### config.mk
export PLATFORM = sky130hd
export DESIGN_NAME = ptp_tx_ts_top
export DESIGN_NICKNAME = d
export VERILOG_FILES = /design/src/ptp_tx_pkg.sv /design/src/ptp_tx_ts_top.sv /design/src/ptp_tx_qualify.sv
export SDC_FILE = /design/constraint.sdc
export NUM_CORES = 1
export LEC_CHECK = 0
export ABC_CLOCK_PERIOD_IN_PS = 5500
export BUFFER_PORTS_ARGS = -buffer_cell sky130_fd_sc_hd__buf_2
export CORE_MARGIN = 2
export CORE_UTILIZATION = 50
export CTS_CLUSTER_DIAMETER = 200
export CTS_CLUSTER_SIZE = 30
export DETAILED_ROUTE_END_ITERATION = 10
export GPL_TIMING_DRIVEN = 0
export PLACE_DENSITY_LB_ADDON = 0.25
export SYNTH_ARGS = -nofsm -noshare
export SYNTH_HDL_FRONTEND = slang
export SYNTH_SLANG_ARGS = --single-unit
### constraint.sdc
create_clock -name i_clk_sys -period 5.5 [get_ports i_clk_sys]
set_input_delay 0.275 -clock i_clk_sys [delete_from_list [all_inputs] [get_ports i_clk_sys]]
set_output_delay 0.275 -clock i_clk_sys [all_outputs]
set_load 0.03 [all_outputs]
### src/ptp_tx_pkg.sv
/*
 * Constants for the transmit PTP timestamp qualify and modify block:
 * register offsets, field positions, reset values, message types.
 * Assumes a 12-bit APB byte address space with 32-bit data.
 */
package ptp_tx_pkg;

    // ------------
    // Register offsets (byte addresses)
    // ------------
    localparam int unsigned APB_AW        = 12;
    localparam logic [11:0] CMD_CTL_OFS   = 12'h000;
    localparam logic [11:0] BANK_SEL_OFS  = 12'h004;
    localparam logic [11:0] STATUS_OFS    = 12'h008;
    localparam logic [11:0] QUAL_CFG_OFS  = 12'h15C;
    localparam logic [11:0] MOD_CFG_OFS   = 12'h164;
    localparam logic [11:0] MOD_CFG2_OFS  = 12'h168;
    localparam logic [2:0]  PORT_BANK     = 3'h2;

    // ------------
    // Field positions
    // ------------
    localparam int unsigned DOMAIN_LSB    = 24;
    localparam int unsigned DOMAIN_EN_BIT = 23;
    localparam int unsigned ALT_EN_BIT    = 22;
    localparam int unsigned UDP_BYP_BIT   = 21;
    localparam int unsigned FCS_BYP_BIT   = 20;
    localparam int unsigned VERSION_LSB   = 16;
    localparam int unsigned TA_INS_BIT    = 29;
    localparam int unsigned SYNC_INS_BIT  = 28;
    localparam int unsigned RSVD_OFS_LSB  = 16;
    localparam int unsigned CSUM_CLR_BIT  = 0;
    localparam int unsigned UNIT_EN_BIT   = 0;

    // ------------
    // Reset values
    // ------------
    localparam logic [7:0]  DOMAIN_RST    = 8'h00;
    localparam logic [3:0]  VERSION_RST   = 4'h2;
    localparam logic [15:0] MSG_EN_RST    = 16'h0000;
    localparam logic [5:0]  RSVD_OFS_RST  = 6'h05;
    localparam logic [2:0]  BANK_RST      = 3'h0;

    // ------------
    // Message types and time arithmetic
    // ------------
    localparam logic [3:0]  MSG_SYNC      = 4'h0;
    localparam logic [3:0]  MSG_PDRESP    = 4'h3;
    localparam logic [29:0] NS_PER_SEC    = 30'h3B9ACA00;

    typedef enum logic [0:0] {
        FR_IDLE = 1'b0,
        FR_BODY = 1'b1
    } frame_state_t;

endpackage : ptp_tx_pkg

### src/ptp_tx_ts_top.sv
/*
 * Transmit PTP timestamp qualification and message modification for
 * one Ethernet port, with its banked APB register file.
 * Assumes the transmit frame path on the same clock gives a header
 * strobe with parsed fields, then an end strobe with FCS and UDP
 * checksum verdicts, one frame at a time.
 */
`timescale 1ns/1ps
module ptp_tx_ts_top
    import ptp_tx_pkg::*;
(
    // Clock and reset
    input  wire logic                i_clk_sys,
    input  wire logic                i_rst,
    // APB slave
    input  wire logic                i_psel,
    input  wire logic                i_penable,
    input  wire logic                i_pwrite,
    input  wire logic [APB_AW-1:0]   i_paddr,
    input  wire logic [31:0]         i_pwdata,
    output logic                     o_pready,
    output logic [31:0]              o_prdata,
    output logic                     o_pslverr,
    // Transmit frame path
    input  wire logic                i_hdr_valid,
    input  wire logic [3:0]          i_msg_type,
    input  wire logic [3:0]          i_version,
    input  wire logic [7:0]          i_domain,
    input  wire logic                i_alt_master,
    input  wire logic                i_is_udp4,
    input  wire logic [29:0]         i_egress_ns,
    input  wire logic [29:0]         i_pdreq_ingress_ns,
    input  wire logic                i_frame_end,
    input  wire logic                i_fcs_ok,
    input  wire logic                i_udp_csum_ok,
    // Modification controls to the frame path
    output logic                     o_insert_origin,
    output logic                     o_insert_turnaround,
    output logic                     o_clear_udp_csum,
    output logic [5:0]               o_reserved_offset,
    output logic [29:0]              o_origin_ns,
    output logic [29:0]              o_turnaround_ns,
    // Timestamp verdict, one-cycle pulses at frame end
    output logic                     o_ts_record,
    output logic                     o_ts_discard
);

    // ------------
    // Register state
    // ------------
    logic                unit_en_r;
    logic [2:0]          bank_r;
    logic [7:0]          domain_r;
    logic                domain_en_r;
    logic                alt_en_r;
    logic                udp_byp_r;
    logic                fcs_byp_r;
    logic [3:0]          version_r;
    logic [15:0]         msg_en_r;
    logic                ta_ins_r;
    logic                sync_ins_r;
    logic [5:0]          rsvd_ofs_r;
    logic                csum_clr_r;
    logic [7:0]          rec_cnt_r;
    logic [7:0]          disc_cnt_r;

    logic                wr_en;
    logic                rd_en;
    logic                port_bank;
    logic                hit;
    logic [31:0]         rd_data;

    function automatic logic [29:0] ns_diff(input logic [29:0] a,
                                            input logic [29:0] b);
        logic [29:0] d;
        d = a - b;
        // Egress after a seconds rollover wraps below ingress
        if (a < b) begin
            d = d + NS_PER_SEC;
        end
        return d;
    endfunction : ns_diff

    // ------------
    // APB access decode
    // ------------
    // Answer one cycle into the access phase: pready, data and error
    // all come from flops, so the access phase is two cycles long.
    assign wr_en     = i_psel && i_penable && !o_pready && i_pwrite;
    assign rd_en     = i_psel && i_penable && !o_pready && !i_pwrite;
    assign port_bank = (bank_r == PORT_BANK);

    always_comb begin
        hit     = 1'b1;
        rd_data = 32'h0000_0000;
        case (i_paddr)
            CMD_CTL_OFS: begin
                rd_data[UNIT_EN_BIT] = unit_en_r;
            end
            BANK_SEL_OFS: begin
                rd_data[2:0] = bank_r;
            end
            STATUS_OFS: begin
                rd_data[15:0] = {disc_cnt_r, rec_cnt_r};
            end
            QUAL_CFG_OFS: begin
                hit     = port_bank;
                rd_data = {domain_r, domain_en_r, alt_en_r, udp_byp_r,
                           fcs_byp_r, version_r, msg_en_r};
                if (!port_bank) begin
                    rd_data = 32'h0000_0000;
                end
            end
            MOD_CFG_OFS: begin
                hit = port_bank;
                if (port_bank) begin
                    rd_data[TA_INS_BIT]   = ta_ins_r;
                    rd_data[SYNC_INS_BIT] = sync_ins_r;
                    rd_data[RSVD_OFS_LSB +: 6] = rsvd_ofs_r;
                end
            end
            MOD_CFG2_OFS: begin
                hit = port_bank;
                if (port_bank) begin
                    rd_data[CSUM_CLR_BIT] = csum_clr_r;
                end
            end
            default: begin
                hit = 1'b0;
            end
        endcase
    end

    always_ff @(posedge i_clk_sys or posedge i_rst) begin
        if (i_rst) begin
            o_pready  <= 1'b0;
            o_prdata  <= 32'h0000_0000;
            o_pslverr <= 1'b0;
        end else begin
            o_pready  <= wr_en || rd_en;
            o_pslverr <= (wr_en || rd_en) && !hit;
            o_prdata  <= (rd_en && hit) ? rd_data : 32'h0000_0000;
        end
    end

    // ------------
    // Global control and bank select
    // ------------
    always_ff @(posedge i_clk_sys or posedge i_rst) begin
        if (i_rst) begin
            unit_en_r <= 1'b0;
            bank_r    <= BANK_RST;
        end else if (wr_en) begin
            if (i_paddr == CMD_CTL_OFS) begin
                unit_en_r <= i_pwdata[UNIT_EN_BIT];
            end
            if (i_paddr == BANK_SEL_OFS) begin
                bank_r <= i_pwdata[2:0];
            end
        end
    end

    // ------------
    // Port bank configuration
    // ------------
    // Settings are not locked while the unit is enabled; software is
    // trusted to change them only with the unit off.
    always_ff @(posedge i_clk_sys or posedge i_rst) begin
        if (i_rst) begin
            domain_r    <= DOMAIN_RST;
            domain_en_r <= 1'b0;
            alt_en_r    <= 1'b0;
            udp_byp_r   <= 1'b0;
            fcs_byp_r   <= 1'b0;
            version_r   <= VERSION_RST;
            msg_en_r    <= MSG_EN_RST;
        end else if (wr_en && port_bank && i_paddr == QUAL_CFG_OFS) begin
            domain_r    <= i_pwdata[DOMAIN_LSB +: 8];
            domain_en_r <= i_pwdata[DOMAIN_EN_BIT];
            alt_en_r    <= i_pwdata[ALT_EN_BIT];
            udp_byp_r   <= i_pwdata[UDP_BYP_BIT];
            fcs_byp_r   <= i_pwdata[FCS_BYP_BIT];
            version_r   <= i_pwdata[VERSION_LSB +: 4];
            msg_en_r    <= i_pwdata[15:0];
        end
    end

    always_ff @(posedge i_clk_sys or posedge i_rst) begin
        if (i_rst) begin
            ta_ins_r   <= 1'b0;
            sync_ins_r <= 1'b0;
            rsvd_ofs_r <= RSVD_OFS_RST;
            csum_clr_r <= 1'b0;
        end else if (wr_en && port_bank) begin
            if (i_paddr == MOD_CFG_OFS) begin
                ta_ins_r   <= i_pwdata[TA_INS_BIT];
                sync_ins_r <= i_pwdata[SYNC_INS_BIT];
                rsvd_ofs_r <= i_pwdata[RSVD_OFS_LSB +: 6];
            end
            if (i_paddr == MOD_CFG2_OFS) begin
                csum_clr_r <= i_pwdata[CSUM_CLR_BIT];
            end
        end
    end

    // ------------
    // Header qualification
    // ------------
    logic hdr_pass;

    ptp_tx_qualify u_qualify (
        .i_msg_type_en   (msg_en_r),
        .i_exp_version   (version_r),
        .i_exp_domain    (domain_r),
        .i_domain_chk_en (domain_en_r),
        .i_alt_chk_en    (alt_en_r),
        .i_msg_type      (i_msg_type),
        .i_version       (i_version),
        .i_domain        (i_domain),
        .i_alt_master    (i_alt_master),
        .o_hdr_pass      (hdr_pass)
    );

    // ------------
    // Frame tracking and modification
    // ------------
    frame_state_t fr_state_r;
    logic         hdr_pass_r;
    logic         do_sync;
    logic         do_ta;
    logic         tail_ok;

    assign do_sync = sync_ins_r && (i_msg_type == MSG_SYNC);
    assign do_ta   = ta_ins_r && (i_msg_type == MSG_PDRESP);
    assign tail_ok = (i_fcs_ok || fcs_byp_r) &&
                     (i_udp_csum_ok || udp_byp_r);

    always_ff @(posedge i_clk_sys or posedge i_rst) begin
        if (i_rst) begin
            fr_state_r <= FR_IDLE;
            hdr_pass_r <= 1'b0;
        end else begin
            case (fr_state_r)
                FR_IDLE: begin
                    if (i_hdr_valid) begin
                        fr_state_r <= FR_BODY;
                        hdr_pass_r <= hdr_pass && unit_en_r;
                    end
                end
                FR_BODY: begin
                    if (i_frame_end) begin
                        fr_state_r <= FR_IDLE;
                        hdr_pass_r <= 1'b0;
                    end
                end
                default: begin
                    fr_state_r <= FR_IDLE;
                    hdr_pass_r <= 1'b0;
                end
            endcase
        end
    end

    // Controls stand from the header strobe until the frame ends
    always_ff @(posedge i_clk_sys or posedge i_rst) begin
        if (i_rst) begin
            o_insert_origin     <= 1'b0;
            o_insert_turnaround <= 1'b0;
            o_clear_udp_csum    <= 1'b0;
            o_reserved_offset   <= RSVD_OFS_RST;
            o_origin_ns         <= 30'h0000_0000;
            o_turnaround_ns     <= 30'h0000_0000;
        end else if (fr_state_r == FR_IDLE && i_hdr_valid) begin
            o_insert_origin     <= do_sync;
            o_insert_turnaround <= do_ta;
            o_clear_udp_csum    <= csum_clr_r && i_is_udp4 &&
                                   (do_sync || do_ta);
            o_reserved_offset   <= rsvd_ofs_r;
            o_origin_ns         <= i_egress_ns;
            o_turnaround_ns     <= ns_diff(i_egress_ns,
                                           i_pdreq_ingress_ns);
        end else if (fr_state_r == FR_BODY && i_frame_end) begin
            o_insert_origin     <= 1'b0;
            o_insert_turnaround <= 1'b0;
            o_clear_udp_csum    <= 1'b0;
        end
    end

    // ------------
    // Record or discard verdict
    // ------------
    always_ff @(posedge i_clk_sys or posedge i_rst) begin
        if (i_rst) begin
            o_ts_record  <= 1'b0;
            o_ts_discard <= 1'b0;
        end else begin
            o_ts_record  <= fr_state_r == FR_BODY && i_frame_end &&
                            hdr_pass_r && tail_ok;
            o_ts_discard <= fr_state_r == FR_BODY && i_frame_end &&
                            !(hdr_pass_r && tail_ok);
        end
    end

    // Saturating counts; a verdict in the clearing cycle still counts
    always_ff @(posedge i_clk_sys or posedge i_rst) begin
        if (i_rst) begin
            rec_cnt_r  <= 8'h00;
            disc_cnt_r <= 8'h00;
        end else begin
            if (wr_en && i_paddr == STATUS_OFS) begin
                rec_cnt_r  <= {7'h00, o_ts_record};
                disc_cnt_r <= {7'h00, o_ts_discard};
            end else begin
                if (o_ts_record && rec_cnt_r != 8'hFF) begin
                    rec_cnt_r <= rec_cnt_r + 8'h01;
                end
                if (o_ts_discard && disc_cnt_r != 8'hFF) begin
                    disc_cnt_r <= disc_cnt_r + 8'h01;
                end
            end
        end
    end

endmodule : ptp_tx_ts_top

### src/ptp_tx_qualify.sv
/*
 * Header qualification for one outgoing PTP message.
 * Purely combinational; the instantiating block registers the result
 * and combines it with the end-of-frame FCS and UDP checksum verdicts.
 */
`timescale 1ns/1ps
module ptp_tx_qualify
    import ptp_tx_pkg::*;
(
    // Programmed settings
    input  wire logic [15:0] i_msg_type_en,
    input  wire logic [3:0]  i_exp_version,
    input  wire logic [7:0]  i_exp_domain,
    input  wire logic        i_domain_chk_en,
    input  wire logic        i_alt_chk_en,
    // Header fields of the message
    input  wire logic [3:0]  i_msg_type,
    input  wire logic [3:0]  i_version,
    input  wire logic [7:0]  i_domain,
    input  wire logic        i_alt_master,
    // Verdict
    output logic             o_hdr_pass
);

    logic type_ok;
    logic version_ok;
    logic domain_ok;
    logic alt_ok;

    always_comb begin
        type_ok    = i_msg_type_en[i_msg_type];
        // Zero accepts any version
        version_ok = (i_exp_version == 4'h0) ||
                     (i_exp_version == i_version);
        domain_ok  = !i_domain_chk_en || (i_domain == i_exp_domain);
        alt_ok     = !i_alt_chk_en || !i_alt_master;
        o_hdr_pass = type_ok && version_ok && domain_ok && alt_ok;
    end

endmodule : ptp_tx_qualify

# After elaboration in Yosys (flattened, before gate mapping)
# Cells that the tools add are included.
# totals
output_inout_bits	105
elab_cells	131
input_bits	131
register_bits	168
# op_classes
n_reduce_logical	53
addsub	4
n_lt_le_gt_ge	2
n_mux	30
eq_ne	13
n_bitwise	1
# op_table
op	count
$mux 32	2
$eq 12x9->1 const B	3
$mux 8	4
$add 30x30->30 const B	1
$lt 30x30->1	1
$mux 30	1
$sub 30x30->30	1
$logic_and 1x1->1	26
$pmux 13 s2	1
$add 8x1->8 const B	2
$ne 8x8->1 const B	2
$eq 12x3->1 const B	1
$eq 12x4->1 const B	1
$logic_not 12->1	1
$mux 6	2
$pmux 6 s2	1
$mux 1	10
$reduce_and 2->1	5
$eq 8x8->1	1
$logic_not 4->1	2
$logic_not 1->1	7
$logic_or 1x1->1	7
$pmux 1 s2	3
$pmux 2 s3	1
12 further kinds	17

# Longest topological paths before layout
# logic_depth
word_depth	8
ltp_mapped	14

# Cells and area by module
# A second synthesis with hierarchy kept.
# unflattened
hier_cells	902
hier_area_um2	9205.1
# modules_own_cells
module	cells_per_inst	area_each_um2	instances	seq_area_each_um2
ptp_tx_ts_top	876	8921.1	1	4210.3
ptp_tx_qualify	26	284.0	1	0.0

# Worst setup path after synthesis
# No wires, ideal clock.
# synth_path
kind	input -> register
startpoint	input port i_egress_ns[0]
endpoint	register o_turnaround_ns[25]
path_stages	14
setup_slack_ns	2.222
required_time_ns	5.431
setup_ns	0.069
t_arrival_ns	3.208
cell_sequence	inv_1 > ha_1 > fa_1 > nand2b_1 > a21o_1 > a211o_1 > a21boi_0 > nor2_1 > ha_1 > o211a_1 > o221ai_1 > a21oi_1 > or4_1 > nand3_1
# synth_between
elab_chain_len	3
word_cells_on_any_way	4
classes_between	add/sub (2); order compare (1); mux (1)
# synth_rtl
element	line	source
start: declaration	ptp_tx_ts_top.sv:31	input wire logic [29:0] i_egress_ns,
$sub 30x30->30	ptp_tx_ts_top.sv:76	d = a - b;
$add 30x30->30	ptp_tx_ts_top.sv:79	d = d + NS_PER_SEC;
$mux 30 *	ptp_tx_ts_top.sv:78	if (a < b) begin
end signal: assignment	ptp_tx_ts_top.sv:280	o_turnaround_ns <= ns_diff(i_egress_ns,
end: declaration	ptp_tx_ts_top.sv:42	output logic [29:0] o_turnaround_ns,
# Every way passes the cells marked *; elsewhere a longest branch is shown, timed or not.
# A chain may end at the register's enable or synchronous reset.

# Worst setup path after layout
# Same ends and word-level chain as after synthesis.

==> impl_metrics.py <==
metrics = {
    "status": {
        "status": "finished clean",
    },
    "min_path": {
        "hp-class": "input pin to register",
    },
    "logic_synthesis": {
        "synthesis.area_mm2": 0.009149,
        "synth_cells": 967,
        "async_reset_ff_share_pct": 100.0,
        "yosysWarnings": 0,
        "yosys-mux-area-fraction_pct": 7.098,
        "yosysUniqueCellTypes": 68,
        "avgSynthCellArea_um2": 9.461,
        "ys_ff_latch": 168,
        "synthAdderAreaFrac_pct": 4.732,
        "synth_top_family_by_area": "simple AND/OR/NAND/NOR gates",
        "synth-xor-area-share_pct": 5.744,
        "synthFlopType": "dfrtp_1",
        "ys_seq_area_share_pct": 46.02,
        "yosys.area_share.simple_pct": 18.72,
        "synth-compound-area-share_pct": 14.52,
        "synth_edf_count": 0,
        "syn_nets": 1132,
    },
    "layout": {
        "syn_to_final_growth_pct": 23.03,
        "layout.nets": 1387,
        "drive_above_1_share_pct": 27.29,
        "n_antenna_cell": 0,
        "final_util_pct": 62.66,
        "final_cell_mix": "buf_2 (234), nand2_1 (184), dfrtp_1 (163), nor2_1 (77), o21ai_0 (49)",
        "design_area_mm2": 0.01126,
        "final_common_cell": "buf_2",
        "fin_cells": 1464,
    },
    "place": {
        "dpl_cell_area_mm2": 0.01064,
        "port_buffers": 234,
        "gp_congestion": 0.8608,
        "dp.cells": 1431,
        "dp_hpwl_mm": 18.13,
    },
    "die": {
        "start_util_pct": 50.93,
        "dieArea_mm2": 0.01940,
        "io_pins": 236,
        "die_h_um": 139.3,
        "core_mm2": 0.01796,
        "die_x_um": 139.3,
        "rows": 49,
    },
    "global_routing": {
        "track_usage_pct": 24.63,
        "grt_overflow": 0,
        "antenna_found_initial": 0,
        "grt_pass1_vias": 7770,
        "grt_pass1_wl_mm": 38.76,
        "grt_max_degree": 118,
    },
    "setup_path": {
        "cp_max_fo": 4,
        "endpoint_kind": "register",
        "worst_ep_required_time_ns": 5.86,
        "crit_family": "compound AO/OA/AOI/OAI gates",
        "cp_data_arrival_time_ns": 3.78,
        "cp_num_buf_inv": 2,
        "start_kind": "input pin",
        "worstSetupPathType": "input pin to register",
        "crit_path_top_delay_cell": "or4_1",
        "critPathMostFrequentCell": "ha_1",
        "cpPeakStageDelay_ns": 0.52,
        "cp_cell_sequence": "buf_2, inv_1, ha_1, fa_1, nand2b_1, a21o_1, a211o_1, a21boi_0, nor2_1, ha_1, o211a_1, o221ai_1, a21oi_1, or4_1, nand3_1",
    },
    "timing": {
        "period_share_pct": 62.10,
        "final-max-slew-violation-count": 0,
        "grt_setup_unrepaired": "false",
        "clock-skew-final_ns": 0.01549,
        "tightestPinTransition_ns": 1.074,
        "whs_ns": 0.05317,
        "period_needed_ns": 3.415,
        "timing.fmax_mhz": 292.8,
        "setup_viol": 0,
        "maxSlewHeadroom_pct": 27.84,
        "hold_viol": 0,
    },
    "routing": {
        "drt_pre_antenna_iters": 5,
        "wl_met3_mm": 1.284,
        "met1_length_mm": 9.953,
        "dr.first_iter.drc_count": 457,
        "drc": 0,
        "vias_per_cell": 5.448,
        "dr_wl_met2_mm": 11.77,
        "wl_mm": 23.57,
        "dr_total_vias": 7976,
        "routedWlPerCell_um": 16.10,
        "ant_nets": 0,
        "routed.top_layer": "met4",
    },
    "cts": {
        "cts_sinks": 168,
        "post_cts_buffers": 0,
        "clk_path_buf_depth": 2,
        "cts_tree": "done",
        "numCtsBuffers": 17,
        "clk_latency_ns": 0.43,
        "clockRootBuffer": "clkbuf_16",
        "htree_num_levels": 4,
        "path_clk_slew_ns": 0.07,
    },
    "pwr": {
        "p_per_area_mw_per_mm2": 346.4,
        "ir_worst_vdd_mv": 0.2026,
        "leakage_nw": 5.715,
    },
    "run": {
        "maxCapViolations": 0,
    },
}
area by class of cell:
cell class / instances / area (µm²)
Fill cell: 1567 / 6708
Multi-Input combinational cell: 724 / 4649
Sequential cell: 168 / 4210
Timing Repair Buffer: 236 / 1209
Clock buffer: 18 / 439.2
Tap cell: 229 / 286.5
Clock inverter: 14 / 165.2
Inverter: 41 / 161.4
Buffer: 34 / 135.1
cells by family (layout without fill, tap and decap cells):
family | after synthesis | count (layout)
mux | 53 | 53
simple gates | 381 | 381
fa+ha+maj | 34 | 34
flops | 168 | 168
xor+xnor | 60 | 60
compound gates | 196 | 196
buf+inv | 75 | 343
final timing paths:
check / startpoint / endpoint / slack, ns / depth (start not counted)
max: i_egress_ns[0] / o_turnaround_ns[25] / 2.08 / 15
min: i_egress_ns[15] / o_origin_ns[15] / 0.05 / 3
max reg2reg: bank_r[0] / o_prdata[24] / 2.90 / 8
min reg2reg: o_pready / o_pslverr / 0.45 / 1
max in group asynchronous: i_rst / o_prdata[18] / 4.20 / 4
min in group asynchronous: i_rst / o_prdata[15] / 0.41 / 3
synthesized netlist by cell type, drive strengths merged, types with 13 or more instances:
cell type  count  area [µm²]
a21oi         43       215.2
mux2          45       506.7
nor3          21       105.1
nor2          77       289.0
a22oi         23       172.7
xor2          32       280.3
clkbuf        30       112.6
xnor2         28       245.2
inv           41       153.9
nand3         20       100.1
nand2        184       690.7
dfrtp        163        4079
o21ai         51       259.0
and2          13       81.33
ha            33       412.9
layer usage:
| metal | global-route usage, % | vias to the layer above |
|---|---|---|
| li1 | - | 3910 |
| met1 | 31.80 | 3782 |
| met2 | 41.85 | 249 |
| met3 | 4.129 | 35 |
| met4 | 9.197 | 0 |
| met5 | 0 | - |
registers in the layout, indices dropped and copies added (netlist names), 4 cells and up:
name	count
o_prdata	32
msg_en_r	16
o_turnaround_ns	30
o_reserved_offset	6
version_r	4
rec_cnt_r	8
rsvd_ofs_r	6
disc_cnt_r	8
o_origin_ns	30
domain_r	8
worst min-delay path, cell delays in order:
cell	delay (ns)
buf_2	0.09
nand2_1	0.04
nand2_1	0.04
stage by stage:
stage	setup slack (ns)	power, W	TNS [ns]
floorplan	0.6865	0.002325	0
global placement	-1.195	0.002672	-191.73
detailed placement	1.652	0.002698	0
CTS	2.079	0.003930	0
global route	1.803	0.004111	0
finish	2.085	0.003899	0
report_power, final:
group | switching (W) | internal (W) | total, W | leakage (nW)
Sequential | 0.000109 | 0.00140 | 0.00151 | 2.16
Combinational | 0.000781 | 0.000384 | 0.00117 | 3.27
Clock | 0.000526 | 0.000694 | 0.00122 | 0.289
Total | 0.00142 | 0.00248 | 0.00390 | 5.72
repair_timing:
item	4_1_cts	5_1_grt
setup endpoints to repair	0	0
resized for setup	0	0
hold endpoints to repair	51	0
hold buffers	1	0
(Power assumes the default switching activity.)
